### config.mk
export PLATFORM = sky130hd
export DESIGN_NAME = psr_shift_reg
export DESIGN_NICKNAME = d
export VERILOG_FILES = /design/src/inc/psr_pkg.sv /design/src/rtl/psr_fifo.sv /design/src/rtl/psr_shift_reg.sv
export SDC_FILE = /design/constraint.sdc
export NUM_CORES = 1
export LEC_CHECK = 0
export BUFFER_PORTS_ARGS = -buffer_cell sky130_fd_sc_hd__buf_2
export CAP_MARGIN = 20
export CORE_UTILIZATION = 40
export CTS_CLUSTER_SIZE = 40
export DETAILED_ROUTE_END_ITERATION = 12
export GPL_ROUTABILITY_DRIVEN = 1
export PLACE_DENSITY = 0.62
export SYNTH_ARGS = -nofsm -noshare
export SYNTH_HDL_FRONTEND = slang
export SYNTH_SLANG_ARGS = --single-unit
### constraint.sdc
create_clock -name clock -period 6.4 [get_ports clock]
set_input_delay 0.32 -clock clock [delete_from_list [all_inputs] [get_ports clock]]
set_output_delay 0.32 -clock clock [all_outputs]
set_load 0.1 [all_outputs]
### src/inc/psr_pkg.sv
// constants shared by the four-stage shift register block
package psr_pkg;
  localparam int STAGES = 4;
  localparam int FIFO_DEPTH = 4;
  localparam logic [3:0] STAGE_RST = 4'h0;
  localparam logic [2:0] SYNC_RST = 3'h0;
  // data, mode and serial pair positions inside a fifo word
  localparam int W_DATA_LSB = 0;
  localparam int W_KN_POS = 4;
  localparam int W_J_POS = 5;
  localparam int W_MODE_POS = 6;
  localparam int WORD_W = 7;
endpackage : psr_pkg

### src/rtl/psr_fifo.sv
// small valid/ready fifo for command words
`timescale 1ns/100ps
`default_nettype none
module psr_fifo #(
  parameter int WIDTH = 7,
  parameter int DEPTH = 4
) (
  input wire logic clock,
  input wire logic srst,
  input wire logic in_valid,
  output logic in_ready,
  input wire logic [WIDTH-1:0] in_data,
  output logic out_valid,
  input wire logic out_ready,
  output logic [WIDTH-1:0] out_data
);
  localparam int AW = $clog2(DEPTH);
  logic [WIDTH-1:0] mem_q [DEPTH];
  logic [AW-1:0] wr_q, wr_d, rd_q, rd_d;
  logic [AW:0] cnt_q, cnt_d;
  logic push, pop;

  always_comb begin
    // a full fifo refuses the word even if a pop frees a slot in the same cycle
    push = in_valid && (cnt_q != (AW+1)'(DEPTH));
    pop = (cnt_q != '0) && out_ready;
    wr_d = push ? ((wr_q == AW'(DEPTH - 1)) ? '0 : wr_q + 1'b1) : wr_q;
    rd_d = pop ? ((rd_q == AW'(DEPTH - 1)) ? '0 : rd_q + 1'b1) : rd_q;
    cnt_d = cnt_q + (AW+1)'(push) - (AW+1)'(pop);
  end

  always_ff @(posedge clock) begin
    if (srst) begin
      wr_q <= '0;
      rd_q <= '0;
      cnt_q <= '0;
    end else begin
      wr_q <= wr_d;
      rd_q <= rd_d;
      cnt_q <= cnt_d;
    end
    if (push) begin
      mem_q[wr_q] <= in_data;
    end
  end

  assign in_ready = (cnt_q != (AW+1)'(DEPTH));
  assign out_valid = (cnt_q != '0);
  assign out_data = mem_q[rd_q];
endmodule : psr_fifo
`default_nettype wire

### src/rtl/psr_shift_reg.sv
// four-stage parallel-access shift register with j/k-bar first stage
`timescale 1ns/100ps
`default_nettype none
module psr_shift_reg (
  input wire logic clock,
  input wire logic srst,
  input wire logic clear_n,
  input wire logic shift_not_load,
  input wire logic serial_j,
  input wire logic serial_k_n,
  input wire logic [psr_pkg::STAGES-1:0] par_in,
  input wire logic step_valid,
  output logic step_ready,
  output logic stage1_out,
  output logic stage2_out,
  output logic stage3_out,
  output logic stage4_out,
  output logic stage4_out_n
);
  import psr_pkg::*;
  // clear arrives from a pin: three-flop synchroniser, acts once flops 2 and 3 agree
  logic [2:0] clr_sync_q;
  logic clr_act_q, clr_act_d;
  // a step request (one rising register edge) is queued with its inputs
  logic [WORD_W-1:0] word_in, word_out;
  logic f_valid, f_ready;
  logic [STAGES-1:0] st_q, st_d;
  logic stn_q, stn_d;
  logic mode, jj, kn;
  logic [STAGES-1:0] pin;

  assign word_in = {shift_not_load, serial_j, serial_k_n, par_in};

  psr_fifo #(.WIDTH(WORD_W), .DEPTH(FIFO_DEPTH)) u_fifo (
    .clock(clock),
    .srst(srst),
    .in_valid(step_valid),
    .in_ready(step_ready),
    .in_data(word_in),
    .out_valid(f_valid),
    .out_ready(f_ready),
    .out_data(word_out)
  );

  always_comb begin
    mode = word_out[W_MODE_POS];
    jj = word_out[W_J_POS];
    kn = word_out[W_KN_POS];
    pin = word_out[W_DATA_LSB +: STAGES];
    clr_act_d = clr_act_q;
    if (clr_sync_q[1] == clr_sync_q[2]) begin
      clr_act_d = ~clr_sync_q[2];
    end
    // steps drain only while clear is inactive; during clear they wait
    f_ready = ~clr_act_d;
    st_d = st_q;
    if (clr_act_d) begin
      st_d = STAGE_RST;
    end else if (f_valid) begin
      if (!mode) begin
        st_d = pin;
      end else begin
        st_d[STAGES-1:1] = st_q[STAGES-2:0];
        unique case ({jj, kn})
          2'b01: st_d[0] = st_q[0];
          2'b00: st_d[0] = 1'b0;
          2'b11: st_d[0] = 1'b1;
          2'b10: st_d[0] = ~st_q[0];
        endcase
      end
    end
    stn_d = ~st_d[STAGES-1];
  end

  always_ff @(posedge clock) begin
    if (srst) begin
      clr_sync_q <= SYNC_RST;
      clr_act_q <= 1'b1;
      st_q <= STAGE_RST;
      stn_q <= 1'b1;
    end else begin
      clr_sync_q <= {clr_sync_q[1:0], clear_n};
      clr_act_q <= clr_act_d;
      st_q <= st_d;
      stn_q <= stn_d;
    end
  end

  assign stage1_out = st_q[0];
  assign stage2_out = st_q[1];
  assign stage3_out = st_q[2];
  assign stage4_out = st_q[3];
  assign stage4_out_n = stn_q;

  AST_CLEAR_FORCES: assert property (@(posedge clock) disable iff (srst)
    clr_act_q |-> (st_q == STAGE_RST) && stn_q) else $error("clear did not force stages");
  AST_INV_OUT: assert property (@(posedge clock) disable iff (srst)
    stn_q == ~st_q[STAGES-1]) else $error("inverted output mismatch");
  AST_LOAD: assert property (@(posedge clock) disable iff (srst)
    (!clr_act_d && f_valid && !mode) |=> st_q == $past(pin)) else $error("load failed");
  AST_SHIFT: assert property (@(posedge clock) disable iff (srst)
    (!clr_act_d && f_valid && mode) |=> st_q[3:1] == $past(st_q[2:0]))
    else $error("shift failed");
  AST_TOGGLE: assert property (@(posedge clock) disable iff (srst)
    (!clr_act_d && f_valid && mode && jj && !kn) |=> st_q[0] != $past(st_q[0]))
    else $error("toggle failed");
  AST_SET: assert property (@(posedge clock) disable iff (srst)
    (!clr_act_d && f_valid && mode && jj && kn) |=> st_q[0]) else $error("set failed");
  AST_HOLD: assert property (@(posedge clock) disable iff (srst)
    (!clr_act_d && !f_valid) |=> $stable(st_q) && $stable(stn_q)) else $error("hold failed");
  // serial pair is random during loads, so any leak shows up on stage one
  AST_LOAD_NOSER: assert property (@(posedge clock) disable iff (srst)
    (!clr_act_d && f_valid && !mode) |=> st_q[0] == $past(pin[0]))
    else $error("serial leaked into load");
  AST_SER_LOW: assert property (@(posedge clock) disable iff (srst)
    (!clr_act_d && f_valid && mode && !jj && !kn) |=> !st_q[0])
    else $error("serial low failed");
  AST_SER_HOLD: assert property (@(posedge clock) disable iff (srst)
    (!clr_act_d && f_valid && mode && !jj && kn) |=> st_q[0] == $past(st_q[0]))
    else $error("serial hold failed");
  // queued steps must wait while clear is active, otherwise they would be lost
  AST_CLEAR_STALL: assert property (@(posedge clock) disable iff (srst)
    clr_act_d |-> !f_ready) else $error("fifo drained during clear");
endmodule : psr_shift_reg
`default_nettype wire

* Yosys cells after proc, flatten, opt, wreduce, memory -nomap -nowiden
Memory sizes are Yosys's and may differ from the RTL's. A register that Yosys moved wholly into a read port is not among the register bits. Cells that the tools add are included.
Word-level totals: register bits after elaboration 16, memory bits (writable) 28, input port bits 11, output and inout port bits 6, word-level logic and storage cells 43, memories kept 1
Memories:
- u_fifo.mem_q | depth 4, width 7, read ports 1, clocked after Yosys merged registers in 1, write ports 1, RTL line psr_fifo.sv:18 | logic [WIDTH-1:0] mem_q [DEPTH];
Cells by class: $add $sub $neg 4, equal/unequal tests 8, mux-type cells 11, bitwise gates (word level) 4, reductions and logical operators 6
Operators by type and width (count):
- $mux 4 | 3
- $eq 2x2->1 const B | 4
- $mux 2 | 4
- $add 2x1->2 const B | 2
- $not 1->1 | 4
- $add 3x1->3 | 1
- $mux 1 | 3
- $ne 3x3->1 const B | 1
- $pmux 1 s3 | 1
- $reduce_bool 3->1 | 1
- $sub 3x1->3 | 1
- $eq 2x1->1 const B | 1
- $logic_and 1x1->1 | 2
- $logic_not 2->1 | 1
- $ne 2x2->1 const B | 1
- $reduce_and 2->1 | 1
- $reduce_or 2->1 | 1
- $eq 1x1->1 | 1

* Logic depth before layout (Yosys ltp)
depth after elaboration 6, depth in mapped cells 10, mapped depth without buffers 9

* By module
Synthesis repeated with hierarchy kept, for this count alone.
Second synthesis, totals: cells, all modules 120, area, all modules 1854.3 um^2
By module, submodules not included:
- psr_fifo | times used 1, cells each 86, area each 1496.4 um^2, sequential area each 1021.0 um^2
- psr_shift_reg | times used 1, cells each 34, area each 357.8 um^2, sequential area each 180.2 um^2

* Least setup slack after synthesis
OpenSTA, ideal clock, no wires.
kind register to register, start point register u_fifo.cnt_q[2], end point register u_fifo.cnt_q[2], setup time 0.128 ns, arrival 2.629 ns, data required time 6.272 ns, slack 3.643 ns, cell stages (with the launch flop) 10, path buffers 1, period minus slack after synthesis 2.757 ns, cells stage by stage dfxtp_1 -> or3b_2 -> clkbuf_1 -> nand2_1 -> inv_1 -> ha_1 -> fa_1 -> xnor2_1 -> xnor2_1 -> nor2_1
Between the ends: longest elaborated chain between the ends 4, elaborated cells between the ends (all ways) 6, classes of those cells 2 x add/sub; 1 x eq/ne; 3 x reduce/logical
RTL lines:
- start: declaration | RTL line psr_fifo.sv:20 | logic [AW:0] cnt_q, cnt_d;
- start signal: assignment | RTL line psr_fifo.sv:40 | cnt_q <= cnt_d;
- $ne 3x3->1
- named net step_ready | RTL line psr_shift_reg.sv:13 | output logic step_ready,
- $logic_and 1x1->1 | RTL line psr_fifo.sv:25 | push = in_valid && (cnt_q != (AW+1)'(DEPTH));
- named net u_fifo.push | RTL line psr_fifo.sv:21 | logic push, pop;
- $add 3x1->3 | RTL line psr_fifo.sv:29 | cnt_d = cnt_q + (AW+1)'(push) - (AW+1)'(pop);
- $sub 3x1->3 | RTL line psr_fifo.sv:29
The timed path passes the listed nets, and every way through them passes these cells. A chain may end at the register's enable or synchronous reset.

* Worst setup path in the final report
start point register u_fifo.cnt_q[0], end point register u_fifo.cnt_q[2]
Between the ends: longest elaborated chain between the ends 4, elaborated cells between the ends (all ways) 6, classes of those cells 2 x add/sub; 1 x eq/ne; 3 x reduce/logical
RTL lines (RTL line):
- $ne 3x3->1 | psr_fifo.sv:25
- $logic_and 1x1->1 | psr_fifo.sv:25
- $add 3x1->3 | psr_fifo.sv:29
- $sub 3x1->3 (*) | psr_fifo.sv:29
Mark *: on every way between the ends. The rest lies on a longest branch, timed or not.

==> results_dict.tcl <==
set metrics [dict create \
    status "complete, no violations" \
    routed_wl_um 2970 \
    numPortBuffers 16 \
    antenna_cells 0 \
    fin_setup_tns_ns 0 \
    power.total_uw 672 \
    coreArea_sq_mm 0.00438 \
    slew_headroom_pct 67.3 \
    ir_drop_mv 0.170 \
    area_delta_synth_final_pct 12.3 \
    cpPeakStageDelay_ns 0.53 \
    grt_pass1_vias 986 \
    dieArea_sq_mm 0.00488 \
    start_util_pct 42.0 \
    slowest_stage "or3_1" \
    grt.overflow.total 0 \
    drt_iter0_drc 65 \
    drive_above_1_share_pct 21.6 \
    wire_per_inst_um 15.6 \
    grt_pass1_wl_um 4720 \
    ys_top_cells_by_count "28 x edfxtp_1, 18 x dfxtp_1, 7 x nand2_1" \
    crit_chain "or3_1 -> o211ai_1 -> or2_2 -> nand2_1 -> ha_1 -> fa_1 -> xnor2_1 -> xnor2_1 -> nor2_1" \
    crit_path_start_kind "flip-flop" \
    synth_fp_nets 139 \
    antenna_left 0 \
    ctsHtreeMaxLevel 2 \
    fp-row-count 24 \
    end_kind "flip-flop" \
    drc 0 \
    clk_pin_slew_ns 0.08 \
    ctsHoldBuffers 0 \
    synth_edf_count 28 \
    clk_latency_ns 0.30 \
    path_class "flip-flop to flip-flop" \
    cts.sinks 46 \
    cts_resized 0 \
    max_freq_mhz 404 \
    hold_violations 0 \
    period_needed_ns 2.48 \
    via_per_inst 5.14 \
    cp_common_cell "xnor2_1" \
    hold_class "input port to flip-flop" \
    clk_path_buf_depth 2 \
    worstMarginPinSlew_ns 0.494 \
    synth-warning-count 0 \
    place.gp.congestion 0.665 \
    cts_setup_buffers 0 \
    hpwl_um 2140 \
    drtPass1Iterations 4 \
    synth_cells 121 \
    critPathMaxFanout 10 \
    grtUsageTotal_pct 13.2 \
    grt_max_degree 16 \
    worst_ep_arrival_time_ns 2.66 \
    die_w_um 69.9 \
    cts_tree "yes" \
    final_max_slew_viol_count 0 \
    synth.distinct_cells 29 \
    ys_ff_latch 46 \
    cts_root_buf "clkbuf_8" \
    synth.top_cell.area_share_pct 45.6 \
    vias 982 \
    fin_crit_sh_pct 38.7 \
    yosysTopAreaCell "edfxtp_1" \
    synth-async-reset-ratio_pct 0 \
    p_leak_uw 0.000774 \
    cp.required_ns 6.59 \
    power.density_mw_per_mm2 325 \
    antenna_found_initial 0 \
    fin_skew_ns 0.00187 \
    rsz0062_at_grt "false" \
    final-setup-viol-count 0 \
    yosysSeqAreaShare_pct 65.2 \
    cts_buffers 5 \
    yosysMostFrequentCell "edfxtp_1" \
    syn_area_per_cell_sq_um 15.2 \
    fin_nets 156 \
    synth.area.top_cells "edfxtp_1 46%, dfxtp_1 20%, mux4_1 8.6%, ha_1 4.1%, mux2i_1 2.2%" \
    io_pins 17 \
    syn_area_sq_mm 0.00184 \
    maxCapViolations 0 \
    die_y_um 69.9 \
    synth_flop_cell "edfxtp_1" \
]
## per-layer routing
| layer | routed length, um | vias to the layer above | share of wire, % | GRT usage [%] |
|---|---|---|---|---|
| met2 | 1430 | 22 | 48 | 22.0 |
| li1 | - | 479 | - | - |
| met5 | 0 | - | 0 | 0 |
| met3 | 132 | 6 | 4.4 | 4.47 |
| met1 | 1350 | 475 | 45 | 15.5 |
| met4 | 56 | 0 | 1.9 | 6.00 |
## metrics by stage
step	worst slack, ns	util [%]	area, sq um	hold WS, ns	cells
finish	3.93	47.2	2070	0.225	191
global route	3.79	47.2	2070	0.220	191
CTS	3.92	47.2	2070	0.216	191
detailed placement	3.92	44.6	1960	0.425	183
global placement	4.05	44.6	1960	0.419	183
floorplan	3.64	-	1840	0.392	121
## worst paths after layout
path	start	endpoint	slack (ns)	depth (start not counted)
worst max-delay path	u_fifo.cnt_q[0]	u_fifo.cnt_q[2]	3.93	9
worst min-delay path	clear_n	clr_sync_q[0]	0.22	2
worst max register to register	u_fifo.cnt_q[0]	u_fifo.cnt_q[2]	3.93	9
worst min register to register	clr_sync_q[0]	clr_sync_q[1]	0.44	1
## state kept, by name, summed over array words and instances (netlist names), named ones only
register / flops
clr_sync_q: 3
stage4_out_n: 1
u_fifo.mem_q: 28
u_fifo.cnt_q: 3
u_fifo.rd_q: 2
clr_act_q: 1
u_fifo.wr_q: 2
st_q: 4
## worst max-delay path, delay by kind of cell (launching register included)
| kind | cells | cell delay [ns] |
|---|---|---|
| adders and majority gates | 2 | 0.61 |
| xor gates and xnor gates | 2 | 0.34 |
| and+or+nand+nor | 4 | 0.86 |
| DFF | 1 | 0.33 |
| AOI/OAI and AO/OA | 1 | 0.23 |
## kinds of logic (layout without fill, tap and decap cells)
group                      Yosys count  count (layout)  share of synthesized area (%)
buffers and inverters               10              28                           2.58
DFF                                 46              46                           65.2
and+or+nand+nor                     32              32                           9.50
muxes                               11              11                           11.9
adders and majority gates            7               7                           5.16
xor gates and xnor gates             2               2                          0.951
AOI/OAI and AO/OA                   13              13                           4.68
## cell type report
type	count	area, sq um
clock inverters	3	45.0
multi-input cells	65	594
flip-flops and latches	46	1200
clock buffers	5	68.8
repair buffers	16	80.1
inverters	4	15.0
well taps	52	65.1
fillers	382	2310
## placed cells by master (no fill, tap or decap), types with 2 or more instances in the layout
master	instances
nor2b_1	6
mux2i_1	4
edfxtp_1	28
nand2_1	7
and3_1	4
clkbuf_8	5
mux4_1	6
dfxtp_1	18
inv_1	4
buf_2	16
ha_1	6
a211oi_1	3
or2_2	2
clkinvlp_4	2
xnor2_1	2
nand2b_1	2
a21oi_1	5
or3_1	3
nor2_1	6
## where the power goes
part	internal, uW	total (uW)	switching [uW]
Combinational	37.0	106	69.2
Clock	116	216	99.5
Sequential	340	350	10.2
No activity file was read; power rests on OpenSTA's default activity.
